[src/hdl/osp_pkg.sv]
package osp_pkg;
   // command opcodes
   localparam logic [7:0] OSP_OP_ENTER_OTP = 8'hb1;
   localparam logic [7:0] OSP_OP_EXIT_OTP  = 8'hc1;
   localparam logic [7:0] OSP_OP_READ_SEC  = 8'h2b;
   localparam logic [7:0] OSP_OP_WRITE_SEC = 8'h2f;
   localparam logic [7:0] OSP_OP_WRITE_ENABLE_CMD      = 8'h06;
   localparam logic [7:0] OSP_OP_MODE_SEL  = 8'h68;

   // security register field positions
   localparam int OSP_BIT_FACTORY  = 0;
   localparam int OSP_BIT_LOCKDOWN = 1;
   localparam int OSP_BIT_PSUSP    = 2;
   localparam int OSP_BIT_ESUSP    = 3;
   localparam int OSP_BIT_RSVD     = 4;
   localparam int OSP_BIT_PFAIL    = 5;
   localparam int OSP_BIT_EFAIL    = 6;
   localparam int OSP_BIT_MODESEL  = 7;

   // reset values
   localparam logic       OSP_RST_FLAG    = 1'b0;
   localparam logic       OSP_RST_MODESEL = 1'b0;
   localparam logic       OSP_RST_LOCK    = 1'b0;
   localparam logic [7:0] OSP_RST_BYTE    = 8'h00;

   // link counts: bits per opcode, bits per sclk edge in each mode
   localparam logic [3:0] OSP_OPCODE_BITS = 4'h8;
   localparam logic [3:0] OSP_STEP_SINGLE = 4'h1;
   localparam logic [3:0] OSP_STEP_QUAD   = 4'h4;
   localparam logic [3:0] OSP_CNT_MAX     = 4'hf;
   localparam int         OSP_SYNC_W      = 8;

   typedef enum logic [2:0] {
      OSP_CMD_NONE  = 3'b000,
      OSP_CMD_ENTER = 3'b001,
      OSP_CMD_EXIT  = 3'b010,
      OSP_CMD_READ  = 3'b011,
      OSP_CMD_WSEC  = 3'b100,
      OSP_CMD_WRITE_ENABLE_CMD  = 3'b101,
      OSP_CMD_MSEL  = 3'b110
   } osp_cmd_t;

   // events from the program/erase engine, one-cycle pulses
   typedef struct packed {
      logic erase_fail;
      logic erase_ok;
      logic prog_fail;
      logic prog_ok;
      logic erase_susp;
      logic erase_resume;
      logic prog_susp;
      logic prog_resume;
   } osp_evt_t;

   // protection view handed to the array logic
   typedef struct packed {
      logic otp_mode;
      logic otp_write_ok;
      logic array_wp;
      logic indiv_cmd_en;
      logic volatile_preset;
   } osp_prot_t;
endpackage

[src/hdl/osp_ctrl.sv]
`timescale 1ns/100ps
module osp_ctrl
   import osp_pkg::*;
(
   input  wire logic              clk_sys,       // system clock, 125 MHz
   input  wire logic              rstn,          // sync reset, active low
   input  wire logic              cs_n_pin,      // chip select pin
   input  wire logic              sclk_pin,      // serial clock pin
   input  wire logic [3:0]        sio_i,         // data lines in
   output logic      [3:0]        sio_o,         // data lines out
   output logic      [3:0]        sio_oe,        // data line enables
   input  wire logic              wp_n_pin,      // write-protect pin
   input  wire logic              factory_lock,  // factory lock strap
   input  wire logic              quad_command_mode, // quad command mode
   input  wire logic              bp_range_hit,  // block_protect_bits cover target
   input  wire logic              persistent_protect_bit, // target persistent bit
   input  wire logic              volatile_protect_bit,   // target volatile bit
   input  osp_pkg::osp_evt_t      evt,           // engine events
   output osp_pkg::osp_prot_t     prot,          // protection view
   output logic                   write_enable_latch, // write-enable latch
   output logic      [7:0]        security_register   // current register value
);
   import osp_pkg::*;

   logic [7:0] sync_in;
   logic [7:0] sync_out;
   logic       cs_n_s;
   logic       sclk_s;
   logic       wp_n_s;
   logic       factory_s;
   logic [3:0] sio_s;
   logic       sclk_rise;
   logic       sclk_fall;
   logic       frame_beg;
   logic       frame_end;

   assign sync_in = {factory_lock, wp_n_pin, sio_i, sclk_pin, cs_n_pin};

   osp_sync #(.W(OSP_SYNC_W)) u_sync (
      .clk_sys (clk_sys),
      .rstn    (rstn),
      .d_in    (sync_in),
      .rst_val (8'h61),
      .d_out   (sync_out)
   );

   assign cs_n_s    = sync_out[0];
   assign sclk_s    = sync_out[1];
   assign sio_s     = sync_out[5:2];
   assign wp_n_s    = sync_out[6];
   assign factory_s = sync_out[7];

   osp_link_edges u_edges (
      .clk_sys   (clk_sys),
      .rstn      (rstn),
      .sclk_s    (sclk_s),
      .cs_n_s    (cs_n_s),
      .sclk_rise (sclk_rise),
      .sclk_fall (sclk_fall),
      .frame_beg (frame_beg),
      .frame_end (frame_end)
   );

   function automatic osp_cmd_t decode(input logic [7:0] op);
      if (op == OSP_OP_ENTER_OTP) begin
         return OSP_CMD_ENTER;
      end else if (op == OSP_OP_EXIT_OTP) begin
         return OSP_CMD_EXIT;
      end else if (op == OSP_OP_READ_SEC) begin
         return OSP_CMD_READ;
      end else if (op == OSP_OP_WRITE_SEC) begin
         return OSP_CMD_WSEC;
      end else if (op == OSP_OP_WRITE_ENABLE_CMD) begin
         return OSP_CMD_WRITE_ENABLE_CMD;
      end else if (op == OSP_OP_MODE_SEL) begin
         return OSP_CMD_MSEL;
      end else begin
         return OSP_CMD_NONE;
      end
   endfunction

   // ---------------- opcode capture ----------------
   logic [3:0] cnt_reg;
   logic [3:0] cnt_next;
   logic [7:0] op_reg;
   logic [3:0] step;
   logic       quad_reg;

   // mode is frozen per frame so a mid-frame change cannot split an opcode
   always_ff @(posedge clk_sys) begin
      if (!rstn) begin
         quad_reg <= 1'b0;
      end else if (frame_beg) begin
         quad_reg <= quad_command_mode;
      end
   end

   assign step = quad_reg ? OSP_STEP_QUAD : OSP_STEP_SINGLE;

   always_comb begin
      cnt_next = cnt_reg;
      if (frame_beg) begin
         cnt_next = 4'h0;
      end else if (sclk_rise) begin
         if (cnt_reg > OSP_CNT_MAX - step) begin
            cnt_next = OSP_CNT_MAX;
         end else begin
            cnt_next = cnt_reg + step;
         end
      end
   end

   always_ff @(posedge clk_sys) begin
      if (!rstn) begin
         cnt_reg <= 4'h0;
      end else begin
         cnt_reg <= cnt_next;
      end
   end

   always_ff @(posedge clk_sys) begin
      if (!rstn) begin
         op_reg <= OSP_RST_BYTE;
      end else if (sclk_rise && cnt_reg < OSP_OPCODE_BITS) begin
         if (quad_reg) begin
            op_reg <= {op_reg[3:0], sio_s};
         end else begin
            op_reg <= {op_reg[6:0], sio_s[0]};
         end
      end
   end

   osp_cmd_t cmd;
   logic     on_boundary;
   logic     exec;

   assign cmd         = decode(op_reg);
   assign on_boundary = (cnt_reg == OSP_OPCODE_BITS);
   assign exec        = frame_end & on_boundary;

   // ---------------- security register state ----------------
   logic otp_mode_reg;
   logic wel_reg;
   logic lockdown_reg;
   logic modesel_reg;
   logic efail_reg;
   logic pfail_reg;
   logic esusp_reg;
   logic psusp_reg;
   logic preset_reg;
   logic started_reg;

   always_ff @(posedge clk_sys) begin
      if (!rstn) begin
         otp_mode_reg <= 1'b0;
      end else if (exec && cmd == OSP_CMD_ENTER) begin
         otp_mode_reg <= 1'b1;
      end else if (exec && cmd == OSP_CMD_EXIT) begin
         otp_mode_reg <= 1'b0;
      end
   end

   always_ff @(posedge clk_sys) begin
      if (!rstn) begin
         wel_reg <= 1'b0;
      end else if (exec && cmd == OSP_CMD_WRITE_ENABLE_CMD) begin
         wel_reg <= 1'b1;
      end else if (exec && (cmd == OSP_CMD_WSEC || cmd == OSP_CMD_MSEL)) begin
         wel_reg <= 1'b0;
      end
   end

   // no clear path exists: a one-way bit
   always_ff @(posedge clk_sys) begin
      if (!rstn) begin
         lockdown_reg <= OSP_RST_LOCK;
      end else if (exec && cmd == OSP_CMD_WSEC && wel_reg) begin
         lockdown_reg <= 1'b1;
      end
   end

   always_ff @(posedge clk_sys) begin
      if (!rstn) begin
         modesel_reg <= OSP_RST_MODESEL;
      end else if (exec && cmd == OSP_CMD_MSEL && wel_reg) begin
         modesel_reg <= 1'b1;
      end
   end

   // set wins over clear when both arrive together
   always_ff @(posedge clk_sys) begin
      if (!rstn) begin
         efail_reg <= OSP_RST_FLAG;
      end else if (evt.erase_fail) begin
         efail_reg <= 1'b1;
      end else if (evt.erase_ok || evt.prog_ok) begin
         efail_reg <= 1'b0;
      end
   end

   always_ff @(posedge clk_sys) begin
      if (!rstn) begin
         pfail_reg <= OSP_RST_FLAG;
      end else if (evt.prog_fail) begin
         pfail_reg <= 1'b1;
      end else if (evt.erase_ok || evt.prog_ok) begin
         pfail_reg <= 1'b0;
      end
   end

   always_ff @(posedge clk_sys) begin
      if (!rstn) begin
         esusp_reg <= OSP_RST_FLAG;
      end else if (evt.erase_susp) begin
         esusp_reg <= 1'b1;
      end else if (evt.erase_resume) begin
         esusp_reg <= 1'b0;
      end
   end

   always_ff @(posedge clk_sys) begin
      if (!rstn) begin
         psusp_reg <= OSP_RST_FLAG;
      end else if (evt.prog_susp) begin
         psusp_reg <= 1'b1;
      end else if (evt.prog_resume) begin
         psusp_reg <= 1'b0;
      end
   end

   // one pulse after reset release asks the array to set all volatile bits
   always_ff @(posedge clk_sys) begin
      if (!rstn) begin
         started_reg <= 1'b0;
         preset_reg  <= 1'b0;
      end else begin
         started_reg <= 1'b1;
         preset_reg  <= ~started_reg;
      end
   end

   always_comb begin
      security_register                   = OSP_RST_BYTE;
      security_register[OSP_BIT_FACTORY]  = factory_s;
      security_register[OSP_BIT_LOCKDOWN] = lockdown_reg;
      security_register[OSP_BIT_PSUSP]    = psusp_reg;
      security_register[OSP_BIT_ESUSP]    = esusp_reg;
      security_register[OSP_BIT_RSVD]     = 1'b0;
      security_register[OSP_BIT_PFAIL]    = pfail_reg;
      security_register[OSP_BIT_EFAIL]    = efail_reg;
      security_register[OSP_BIT_MODESEL]  = modesel_reg;
   end

   assign write_enable_latch = wel_reg;

   // ---------------- protection view ----------------
   logic array_wp;

   always_comb begin
      if (modesel_reg) begin
         array_wp = ~wp_n_s | persistent_protect_bit | volatile_protect_bit;
      end else begin
         array_wp = bp_range_hit;
      end
   end

   assign prot.otp_mode        = otp_mode_reg;
   assign prot.otp_write_ok    = otp_mode_reg & ~lockdown_reg;
   assign prot.array_wp        = array_wp;
   assign prot.indiv_cmd_en    = modesel_reg;
   assign prot.volatile_preset = preset_reg;

   // ---------------- register read-out ----------------
   // busy state is never consulted here, so reads work during any operation
   logic       rd_arm_reg;
   logic       rd_act_reg;
   logic [7:0] out_sh_reg;
   logic [3:0] out_bits_reg;

   always_ff @(posedge clk_sys) begin
      if (!rstn || frame_beg || frame_end) begin
         rd_arm_reg <= 1'b0;
      end else if (sclk_rise && cnt_next == OSP_OPCODE_BITS &&
                   decode(quad_reg ? {op_reg[3:0], sio_s} : {op_reg[6:0], sio_s[0]})
                   == OSP_CMD_READ) begin
         rd_arm_reg <= 1'b1;
      end
   end

   always_ff @(posedge clk_sys) begin
      if (!rstn || frame_end) begin
         rd_act_reg   <= 1'b0;
         out_sh_reg   <= OSP_RST_BYTE;
         out_bits_reg <= 4'h0;
      end else if (sclk_fall && rd_arm_reg) begin
         rd_act_reg <= 1'b1;
         if (out_bits_reg == 4'h0) begin
            // reload a fresh copy each byte so live flags are seen
            out_sh_reg   <= quad_reg ? {security_register[3:0], 4'h0}
                                     : {security_register[6:0], 1'b0};
            out_bits_reg <= OSP_OPCODE_BITS - step;
         end else begin
            out_sh_reg   <= quad_reg ? {out_sh_reg[3:0], 4'h0}
                                     : {out_sh_reg[6:0], 1'b0};
            out_bits_reg <= out_bits_reg - step;
         end
      end
   end

   logic [3:0] sio_o_reg;

   always_ff @(posedge clk_sys) begin
      if (!rstn || frame_end) begin
         sio_o_reg <= 4'h0;
      end else if (sclk_fall && rd_arm_reg) begin
         if (out_bits_reg == 4'h0) begin
            sio_o_reg <= quad_reg ? security_register[7:4]
                                  : {2'b00, security_register[7], 1'b0};
         end else begin
            sio_o_reg <= quad_reg ? out_sh_reg[7:4] : {2'b00, out_sh_reg[7], 1'b0};
         end
      end
   end

   assign sio_o  = sio_o_reg;
   assign sio_oe = rd_act_reg ? (quad_reg ? 4'hf : 4'h2) : 4'h0;
endmodule

[src/hdl/osp_sync.sv]
`timescale 1ns/100ps
module osp_sync #(
   parameter int W = 8
) (
   input  wire logic         clk_sys, // system clock
   input  wire logic         rstn,    // sync reset, active low
   input  wire logic [W-1:0] d_in,    // asynchronous inputs
   input  wire logic [W-1:0] rst_val, // constant value held in reset
   output logic      [W-1:0] d_out    // synchronised outputs
);
   logic [W-1:0] stage1_reg;

   genvar i;
   generate
      for (i = 0; i < W; i++) begin : g_bit
         always_ff @(posedge clk_sys) begin
            if (!rstn) begin
               stage1_reg[i] <= rst_val[i];
               d_out[i]      <= rst_val[i];
            end else begin
               stage1_reg[i] <= d_in[i];
               d_out[i]      <= stage1_reg[i];
            end
         end
      end
   endgenerate
endmodule

[src/hdl/osp_link_edges.sv]
`timescale 1ns/100ps
module osp_link_edges (
   input  wire logic clk_sys,   // system clock
   input  wire logic rstn,      // sync reset, active low
   input  wire logic sclk_s,    // synchronised serial clock
   input  wire logic cs_n_s,    // synchronised chip select
   output logic      sclk_rise, // pulse: serial clock rose inside a frame
   output logic      sclk_fall, // pulse: serial clock fell inside a frame
   output logic      frame_beg, // pulse: chip select fell
   output logic      frame_end  // pulse: chip select rose
);
   logic sclk_d_reg;
   logic cs_n_d_reg;

   always_ff @(posedge clk_sys) begin
      if (!rstn) begin
         sclk_d_reg <= 1'b0;
         cs_n_d_reg <= 1'b1;
      end else begin
         sclk_d_reg <= sclk_s;
         cs_n_d_reg <= cs_n_s;
      end
   end

   // edges outside a frame are meaningless to the command logic
   assign sclk_rise = sclk_s & ~sclk_d_reg & ~cs_n_s;
   assign sclk_fall = ~sclk_s & sclk_d_reg & ~cs_n_s;
   assign frame_beg = ~cs_n_s & cs_n_d_reg;
   assign frame_end = cs_n_s & ~cs_n_d_reg;
endmodule

[config.mk]
export PLATFORM = sky130hd
export DESIGN_NAME = osp_ctrl
export DESIGN_NICKNAME = d
export VERILOG_FILES = /design/src/hdl/osp_pkg.sv /design/src/hdl/osp_ctrl.sv /design/src/hdl/osp_sync.sv /design/src/hdl/osp_link_edges.sv
export SDC_FILE = /design/constraint.sdc
export NUM_CORES = 1
export LEC_CHECK = 0
export ABC_CLOCK_PERIOD_IN_PS = 1990
export BUFFER_PORTS_ARGS = -buffer_cell sky130_fd_sc_hd__buf_2
export CORE_MARGIN = 5
export CORE_UTILIZATION = 35
export CTS_CLUSTER_SIZE = 28
export DETAILED_ROUTE_END_ITERATION = 6
export GPL_TIMING_DRIVEN = 0
export REMOVE_ABC_BUFFERS = 1
export SKIP_CTS_REPAIR_TIMING = 1
export SYNTH_ARGS = -nofsm -noshare
export SYNTH_HDL_FRONTEND = slang
export SYNTH_HIERARCHICAL = 1
export SYNTH_SLANG_ARGS = --single-unit
[constraint.sdc]
create_clock -name clk_sys -period 1.99 [get_ports clk_sys]
set_clock_uncertainty 0.05 [all_clocks]
set_input_delay 0.2985 -clock clk_sys [delete_from_list [all_inputs] [get_ports clk_sys]]
set_output_delay 0.2985 -clock clk_sys [all_outputs]
set_load 0.01 [all_outputs]
==> key figures, run 1 <==
Yosys
  – Seq/Total Area, Yosys: 0.411
  – Mapped Area: 0.00283 mm²
  – Most frequent cell after synthesis: dfxtp_1
  – Synth cell types: 55
  – Register bit count reported by yosys: 58
  – Cell count after synthesis: 311
  – Post-synth EDFFs: 0
  – Synth Area in Compound Gates: 0.122
  – Top cells by area, synth: dfxtp_1 41%, mux2_4 5.3%, nor2_1 4.6%
  – Share of the synthesized area in the top cell type: 0.411
  – Post-synth top cells: 58 x dfxtp_1, 35 x nor2_1, 31 x nand2_1
  – Simple-Gate Fraction of Synth Area: 0.212
  – XOR/XNOR share of the synthesized area: 0.00619
  – Async SR Flop Fraction: 0
  – Syn Area/Cell: 9.09 µm²
  – Most common flop cell mapped by yosys: dfxtp_1
  – Dominant combinational cell family by area after synthesis: simple AND/OR/NAND/NOR gates
  – Post-synthesis adder-cell area fraction: 0.0310
  – Synth Warn #: 6
  – Area leader, netlist: dfxtp_1
  – Multiplexer area fraction after synthesis: 0.124

Routing
  – Remaining DRCs: 0
  – Iter 0 DRT Violations: 80
  – Vias: 2196
  – Drt via density: 4.78
  – ANT nets after route: 0
  – Drt pass-1 iters: 5
  – WL per Instance: 12.3 µm
  – Final WL: 5670 µm

Critical path
  – Slowest cell on the critical path: or4_4
  – Critical path depth in cells: 5
  – Data arrival, critical path: 2.14 ns
  – CP Data Required Time: 2.20 ns
  – Family with the most delay on the worst path: simple AND/OR/NAND/NOR gates
  – Worst Path Buf+Inv: 0
  – Crit-path max FO: 5
  – Crit path launch type: flop
  – R2R cell count: 5
  – Max incr delay on CP: ~0.52 ns
  – CP endpoint kind: flop
  – Critical path class: flop to flop
  – Critical Path, Cell by Cell: nand2b_2 -> or4_4 -> a21oi_4 -> or3b_4 -> o31ai_2

STA
  – Total negative slack: 0 ns
  – Worst slew margin: 0.532
  – Final Max Slew Viols: 0
  – Tcrit/Tclk final: 0.967
  – Min Tclk post-route: 1.92 ns
  – Fmax: 0.520 GHz
  – Least-Margin Pin Slew: 0.702 ns
  – Final hold violation count: 0
  – RSZ-0062 raised after global routing: true
  – Final setup fails: 0

Die
  – Full die area: 0.00998 mm²
  – Rows: 32
  – Num ports: 44
  – Core Area: 0.00781 mm²
  – DIE HEIGHT: 99.9 µm
  – Initial Utilization: 0.362
  – Die Wd: 99.9 µm

Clock network
  – Num CTS Buffers: 9
  – TritonCTS clock tree: done
  – Root Driver: clkbuf_8
  – Clock Pin Slew Worst Setup and Hold Paths: 0.07 ns
  – CTS max path bufs: 2
  – CTS Sinks: 58
  – H-Tree Depth: 3
  – Clock Latency Late Sink: roughly 0.34 ns

Layout
  – # diodes: 0
  – Layout cells sized above 1: 0.305
  – Non-Filler Instances: 459
  – Synthesis-to-layout area growth: 19.7%
  – NumNets Final: about 380
  – Register Area: 0.00117 mm²
  – FILL cells: 766
  – Multi-input logic area: ~0.0015 mm²
  – Fin util: 0.434

Min path
  – Hold Path Class: primary input to flop
  – Worst Hold Depth: 3

Power and ir drop
  – Leakage: 1.43 nW
  – Max VDD drop: 0.529 mV
  – Final Power: around 2.8 mW
  – Power density over the cells: 835 mW/mm²

Run
  – Max Cap Viol: 0

GRT
  – First-pass GRT wire length: slightly above 9000 µm
  – Antenna violations before repair: 0
  – GRT Total Usage: 0.115
  – Vias in the first global route: 1903
  – Largest net degree at the start of global routing: 31
  – Total grt overflow: 0

Placed design
  – Dpl cells: 437
  – Dpl hpwl: roughly 3800 µm
  – PortBufs: 42
  – GPL Wtd Cong: about 0.82

Status
  – Outcome: finished clean
[cells by family (layout without fill, tap and decap cells)]
kind of cell,Yosys count,in the layout
simple gates,116,116
flops,58,58
compound gates,52,52
buf+inv,45,76
mux,29,29
fa+ha+maj,7,7
other cells,2,17
xor+xnor,2,2
[final timing paths]
| path | start | end | slack [ns] |
|---|---|---|---|
| min | evt[7] | efail_reg | 0.11 |
| max | op_reg[4] | modesel_reg | 0.07 |
| min reg2reg | started_reg | preset_reg | 0.32 |
| max reg2reg | op_reg[4] | modesel_reg | 0.07 |
[where the power goes]
group          leakage [nW]  total, mW  internal, mW  switching, mW
Sequential            0.481       1.28          1.22         0.0582
Clock                 0.119       1.28         0.805          0.471
Combinational         0.832      0.270         0.138          0.132
[final cells by class]
class	instances	share of cell area
clock buffers	12	0.0488
clock inverters	4	0.0214
inverters	11	0.0133
multi-input cells	223	0.453
flip-flops and latches	58	0.347
well taps	102	0.0377
repair buffers	49	0.0787
[through the flow]
step | area, µm² | worst slack (ns) | hold slack (ns)
4_1_cts | 3250 | -0.690 | 0.0987
5_1_grt | 3390 | -0.0104 | 0.115
6_report | 3390 | 0.0661 | 0.111
3_3_place_gp | 3000 | -1.14 | 0.315
2_1_floorplan | 2670 | -0.554 | 0.276
3_5_place_dp | 3020 | -0.688 | 0.315
[per-layer routing]
layer | part of all wire | GRT usage | up-vias
met5 | 0 | 0 | -
met4 | 0.013 | 0.0378 | 0
li1 | - | - | 1132
met1 | 0.46 | 0.144 | 1000
met3 | 0.071 | 0.0466 | 6
met2 | 0.46 | 0.180 | 58
[worst min-delay path, delay by kind of cell]
kind / cells / cell delay (ns)
compound gates: 1 / 0.03
buf+inv: 1 / 0.07
simple gates: 1 / 0.06
[layout by cell type, fill, tap and decap left out, types with 3 or more instances in the layout]
master	instances
mux2_4	10
ha_1	6
buf_4	6
nor2_1	35
and2_1	3
a211oi_1	7
nor4b_1	3
nor3b_1	6
nand3_1	5
nor3_1	6
conb_1	17
nand2_1	31
dfxtp_1	50
mux2_2	8
dfxtp_2	7
clkbuf_8	12
nand2b_1	5
mux2i_1	11
a31oi_1	5
inv_1	10
o21ai_0	6
a21oi_1	15
buf_2	42
nor2b_1	6
Note: power is estimated with default switching activity, not from simulation.
==> inputs of run 2 (changes only) <==
CORE_ASPECT_RATIO = 0.6   (was not set)
==> run 2 against run 1 <==
Global-route usage grew 1.6 points. First-iteration DRC count is 95% higher. Critical path depth rose by 1. Sequential cell count unchanged. Fmax hardly changed. Critical path type unchanged. Total power rose by 10%. Wire length is 14% higher.
==> key figures, run 2 (synthesis results as in run 1) <==
Power and ir drop
  – Leakage: 1.49 nW (+4.3%)
  – Power density over the cells: 884 mW/mm² (+5.9%)
  – Max VDD drop: 0.565 mV (+6.9%)
  – Final Power: 3.11 mW (+10%)

Routing
  – ANT nets after route: 0 (unchanged)
  – Remaining DRCs: 0 (unchanged)
  – Vias: 2276 (+3.6%)
  – Drt via density: 4.83 (+1.0%)
  – Final WL: 6440 µm (+14%)
  – Iter 0 DRT Violations: 156 (+95%)
  – WL per Instance: 13.7 µm (+11%)
  – Drt pass-1 iters: 5 (unchanged)

Placed design
  – Dpl cells: 443 (+1.4%)
  – Dpl hpwl: 4320 µm (+14%)
  – GPL Wtd Cong: 0.803 (-2.3%)
  – PortBufs: 42 (unchanged)
  – Placement Cell Area: 0.00302 mm² (+0.25%)
  – Dpl ws: -0.735 ns (-0.0478 ns)

Min path
  – HP Start: evt[3]
  – Worst Hold Depth: 3 (unchanged)
  – Hold Path Class: primary input to flop
  – WHS Endpoint: esusp_reg

STA
  – Least-Margin Pin Slew: 0.744 ns (+0.0416 ns)
  – Final Max Slew Viols: 0 (unchanged)
  – Min Tclk post-route: 1.93 ns (+0.00135 ns)
  – Worst hold slack: 0.130 ns (+0.0189 ns)
  – Final worst slack: 0.0648 ns (-0.00135 ns)
  – Final hold violation count: 0 (unchanged)
  – Worst slew margin: 0.504 (-0.0278)
  – Final setup fails: 0 (unchanged)
  – Tcrit/Tclk final: 0.967 (about the same)
  – Total negative slack: 0 ns (unchanged)
  – Fmax: 0.519 GHz (about the same)

GRT
  – First-pass GRT wire length: 10200 µm (+12%)
  – M2 GR Usage: 0.184 (+0.00389)
  – Total grt overflow: 0 (unchanged)
  – Vias in the first global route: 2114 (+11%)
  – Grt peak-use layer: met2
  – Antenna violations before repair: 0 (unchanged)
  – Largest net degree at the start of global routing: 31 (unchanged)
  – GRT Total Usage: 0.131 (+0.0159)
  – Met1 usage: 0.176 (+0.0325)
  – Grt met3 use: 0.0595 (+0.0129)

Critical path
  – Family with the most delay on the worst path: compound AO/OA/AOI/OAI gates
  – Critical path class: flop to flop
  – Critical Path, Cell by Cell: clkinvlp_4 -> ha_2 -> ha_1 -> xnor2_1 -> a311o_1 -> a31o_2
  – CP Data Required Time: 2.16 ns (-0.04 ns)
  – Data arrival, critical path: 2.09 ns (-0.05 ns)
  – Worst r2r src: quad_reg
  – CP endpoint kind: flop
  – R2R Setup Slk: 0.06 ns (about the same)
  – Worst R2R End: rd_arm_reg
  – Crit-path max FO: 9 (+4)
  – Crit path launch type: flop
  – R2R cell count: 6 (+1)
  – Worst Path Buf+Inv: 1 (+1)
  – Max incr delay on CP: 0.42 ns (-0.10 ns)
  – Slowest cell on the critical path: dfxtp_4

Die
  – Initial Utilization: 0.359 (-0.00345)
  – Rows: 25 (-22%)
  – Core Area: 0.00788 mm² (+0.96%)
  – DIE HEIGHT: 79.6 µm (-20%)
  – Die Wd: 126 µm (+26%)
  – Num ports: 44 (unchanged)
  – Full die area: 0.0100 mm² (+0.59%)

Layout
  – Synthesis-to-layout area growth: 24.5%
  – Layout cells sized above 1: 0.317 (+0.0115)
  – Fin util: 0.447 (+0.0130)
  – Non-Filler Instances: 471 (+2.6%)
  – FILL cells: 770 (+0.52%)
  – # diodes: 0 (unchanged)
  – Commonest non-fill, non-tap cells in the layout: 50 x dfxtp_1, 42 x buf_2, 35 x nor2_1
  – Commonest non-fill, non-tap cell in the layout: dfxtp_1
  – NumNets Final: 387 (+1.6%)
  – Design Area, Final: 0.00352 mm² (+4.0%)

Clock network
  – Num CTS Buffers: 9 (unchanged)
  – Clock Latency Late Sink: 0.33 ns (about the same)
  – TritonCTS clock tree: done
  – Clock Pin Slew Worst Setup and Hold Paths: 0.05 ns (-0.02 ns)
  – Root Driver: clkbuf_16
  – CTS max path bufs: 2 (unchanged)
  – H-Tree Depth: 3 (unchanged)
  – CTS Sinks: 58 (unchanged)

Status
  – Outcome: finished clean

Run
  – Max Cap Viol: 0 (unchanged)
==> run 2: cell types whose count changed in the layout (fill, tap and decap cells not counted), moves of 2 or more <==
cell | previous run | this run
clkbuf_8 | 12 | 2
clkbuf_1 | 0 | 3
clkbuf_16 | 0 | 9
ha_1 | 6 | 4
buf_4 | 6 | 12
dfxtp_4 | 1 | 3
dfxtp_2 | 7 | 5
==> run 2: worst register-to-register path: cells and delay by family, from the launching register on <==
family	cells	cell delay (ns)
XOR/XNOR	1	0.13
AO/OA/AOI/OAI	2	0.57
buffers and inverters	1	0.21
adder cells (fa/ha/maj)	2	0.44
flip-flops	1	0.42
==> run 2: power by group <==
| group | internal (mW) | switching (mW) |
|---|---|---|
| registers | 1.22 | 0.0657 |
| clock network | 1.03 | 0.493 |
| logic | 0.154 | 0.143 |
| total | 2.41 | 0.702 |
==> run 2: layer usage <==
| layer | wire length, µm | part of all wire |
|---|---|---|
| met2 | 2660 | 0.41 |
| met4 | 46 | 0.0071 |
| met5 | 0 | 0 |
| met1 | 3180 | 0.49 |
| met3 | 553 | 0.086 |
==> run 2: worst max-delay path by stage <==
stage	from	endpoint	depth (start not counted)
floorplan	out_bits_reg[3]	out_sh_reg[5]	4
global placement	out_bits_reg[3]	out_sh_reg[5]	4
detailed placement	quad_reg	out_bits_reg[3]	6
CTS	quad_reg	out_bits_reg[3]	6
global route	u_sync/d_out[0]	rd_arm_reg	4
finish	quad_reg	rd_arm_reg	6
==> run 2: final cells by class <==
cell class	count	area [µm²]	area share
Timing Repair Buffer	55	312	0.0885
Sequential cell	58	1180	0.335
Clock buffer	14	264	0.0750
Clock inverter	2	35.0	0.00995
Tap cell	108	135	0.0384
Inverter	11	45.0	0.0128
Multi-Input combinational cell	223	1550	0.441
==> inputs of run 3 (changes only) <==
CTS_BUF_LIST = sky130_fd_sc_hd__clkbuf_4   (was not set)
==> run 3 against run 2 <==
Clock-buffer cell count down 2. Worst hold slack worse by 0.088 ns. Register-to-register slack worse by 0.03 ns. Wire length up 1.7%. First-iteration DRC count down 22%.
==> key figures, run 3 (synthesis results as in run 1) <==
Die
  – Core Area: 0.00788 mm² (unchanged)
  – DIE HEIGHT: 79.6 µm (unchanged)
  – Num ports: 44 (unchanged)
  – Die Wd: 126 µm (unchanged)
  – Rows: 25 (unchanged)
  – Initial Utilization: 0.359 (unchanged)
  – Full die area: 0.0100 mm² (unchanged)

Power and ir drop
  – Max VDD drop: 0.479 mV (-15%)
  – Power density over the cells: 717 mW/mm² (-19%)
  – Leakage: 1.44 nW (-3.5%)

Critical path
  – Worst r2r src: quad_reg
  – CP Data Required Time: 2.24 ns (+0.08 ns)
  – R2R Setup Slk: 0.04 ns (-0.03 ns)
  – Crit-path max FO: 6 (-3)
  – Critical Path, Cell by Cell: buf_4 -> ha_4 -> and3b_1 -> o21a_1 -> o31a_1 -> nor3b_2 -> a31o_2
  – Data arrival, critical path: 2.20 ns (+0.11 ns)
  – Crit path launch type: flop
  – Critical path depth in cells: 7 (+1)
  – Critical path class: flop to flop
  – Slowest cell on the critical path: dfxtp_4
  – CP endpoint kind: flop
  – Max incr delay on CP: 0.39 ns (-0.03 ns)
  – Worst Path Buf+Inv: 1 (unchanged)
  – Worst R2R End: rd_arm_reg
  – R2R cell count: 7 (+1)
  – Family with the most delay on the worst path: compound AO/OA/AOI/OAI gates

Routing
  – Drt via density: 4.82 (-0.33%)
  – ANT nets after route: 0 (unchanged)
  – Vias: 2283 (+0.31%)
  – Drt pass-1 iters: 4 (-1)
  – Iter 0 DRT Violations: 121 (-22%)
  – Remaining DRCs: 0 (unchanged)
  – WL per Instance: 13.8 µm (+1.0%)
  – Final WL: 6550 µm (+1.7%)

Clock network
  – CTS Sinks: 58 (unchanged)
  – CTS max path bufs: 2 (unchanged)
  – Root Driver: clkbuf_4
  – TritonCTS clock tree: done
  – Clock Pin Slew Worst Setup and Hold Paths: 0.10 ns (+0.05 ns)
  – Num CTS Buffers: 9 (unchanged)
  – H-Tree Depth: 3 (unchanged)
  – Clock Latency Late Sink: 0.41 ns (+0.08 ns)

Status
  – Outcome: finished clean

Run
  – Max Cap Viol: 0 (unchanged)

Min path
  – Worst Hold Depth: 3 (unchanged)
  – Hold Path Class: primary input to flop
  – HP Start: evt[1]
  – WHS Endpoint: psusp_reg

GRT
  – Largest net degree at the start of global routing: 31 (unchanged)
  – Total grt overflow: 0 (unchanged)
  – Vias in the first global route: 2089 (-1.2%)
  – Antenna violations before repair: 0 (unchanged)
  – First-pass GRT wire length: 10100 µm (-1.4%)
  – GRT Total Usage: 0.129 (-0.00174)

Placed design
  – Dpl ws: -0.735 ns (unchanged)
  – PortBufs: 42 (unchanged)
  – GPL Wtd Cong: 0.803 (unchanged)
  – Dpl hpwl: 4320 µm (unchanged)

STA
  – RSZ-0062 raised after global routing: true
  – Final setup fails: 0 (unchanged)
  – Min Tclk post-route: 1.95 ns (+0.0279 ns)
  – Worst hold slack: 0.0422 ns (-0.0882 ns)
  – Tcrit/Tclk final: 0.981 (+0.0140)
  – Worst slew margin: 0.515 (+0.0105)
  – Final worst slack: 0.0368 ns (-0.0279 ns)
  – Final hold violation count: 0 (unchanged)
  – Least-Margin Pin Slew: 0.728 ns (-0.0157 ns)
  – Final Max Slew Viols: 0 (unchanged)
  – Fmax: 0.512 GHz (-1.4%)
  – Total negative slack: 0 ns (unchanged)

Layout
  – # diodes: 0 (unchanged)
  – Layout cells sized above 1: 0.331 (+0.0138)
  – Commonest non-fill, non-tap cell in the layout: dfxtp_1
  – NumNets Final: 390 (+0.78%)
  – Synthesis-to-layout area growth: 19.6%
  – Commonest non-fill, non-tap cells in the layout: 49 x dfxtp_1, 42 x buf_2, 35 x nor2_1
run 3: cell types whose count changed in the layout (fill, tap and decap cells not counted), sizes merged:
cell and change:
clkinv +2, clkbuf -1, buf +2
run 3: through the flow:
step,std cells,area [µm²],power [mW],util
after floorplan,292,2670,1.46,-
after global placement,442,3010,1.55,0.382
after detailed placement,443,3020,1.56,0.384
after CTS,459,3160,2.39,0.400
after global routing,474,3380,2.55,0.429
final,474,3380,2.42,0.429
run 3: where the power goes:
group / total [mW] / internal [mW] / switching (mW)
Sequential: 1.29 / 1.22 / 0.0652
Clock: 0.832 / 0.416 / 0.416
Combinational: 0.306 / 0.159 / 0.148
run 3: worst max-delay path by stage:
stage	start	endpoint
6_report	quad_reg	rd_arm_reg
5_1_grt	quad_reg	rd_arm_reg
4_1_cts	quad_reg	out_bits_reg[3]
3_5_place_dp	quad_reg	out_bits_reg[3]
3_3_place_gp	out_bits_reg[3]	out_sh_reg[5]
2_1_floorplan	out_bits_reg[3]	out_sh_reg[5]
run 3: cell type report:
type	count	area, µm²
clock buffer	12	90.1
clock inverter	4	42.5
sequential	58	1180
tap	108	135
fill	788	4500
multi-input combinational	223	1560
inverter	11	45.0
timing repair buffer	58	332
run 3: per-layer routing:
metal | GRT usage | wire length (µm) | part of all wire | vias to the layer above
met3 | 0.0535 | 585 | 0.089 | 4
met5 | 0 | 0 | 0 | -
li1 | - | - | - | 1152
met4 | 0.0514 | 21 | 0.0032 | 0
met1 | 0.177 | 3260 | 0.50 | 1057
met2 | 0.178 | 2690 | 0.41 | 70
run 3: worst register-to-register path, stage by stage (launching register included):
cell and delay [ns]:
dfxtp_4 0.39, buf_4 0.15, ha_4 0.23, and3b_1 0.19
o21a_1 0.18, o31a_1 0.25, nor3b_2 0.17, a31o_2 0.25
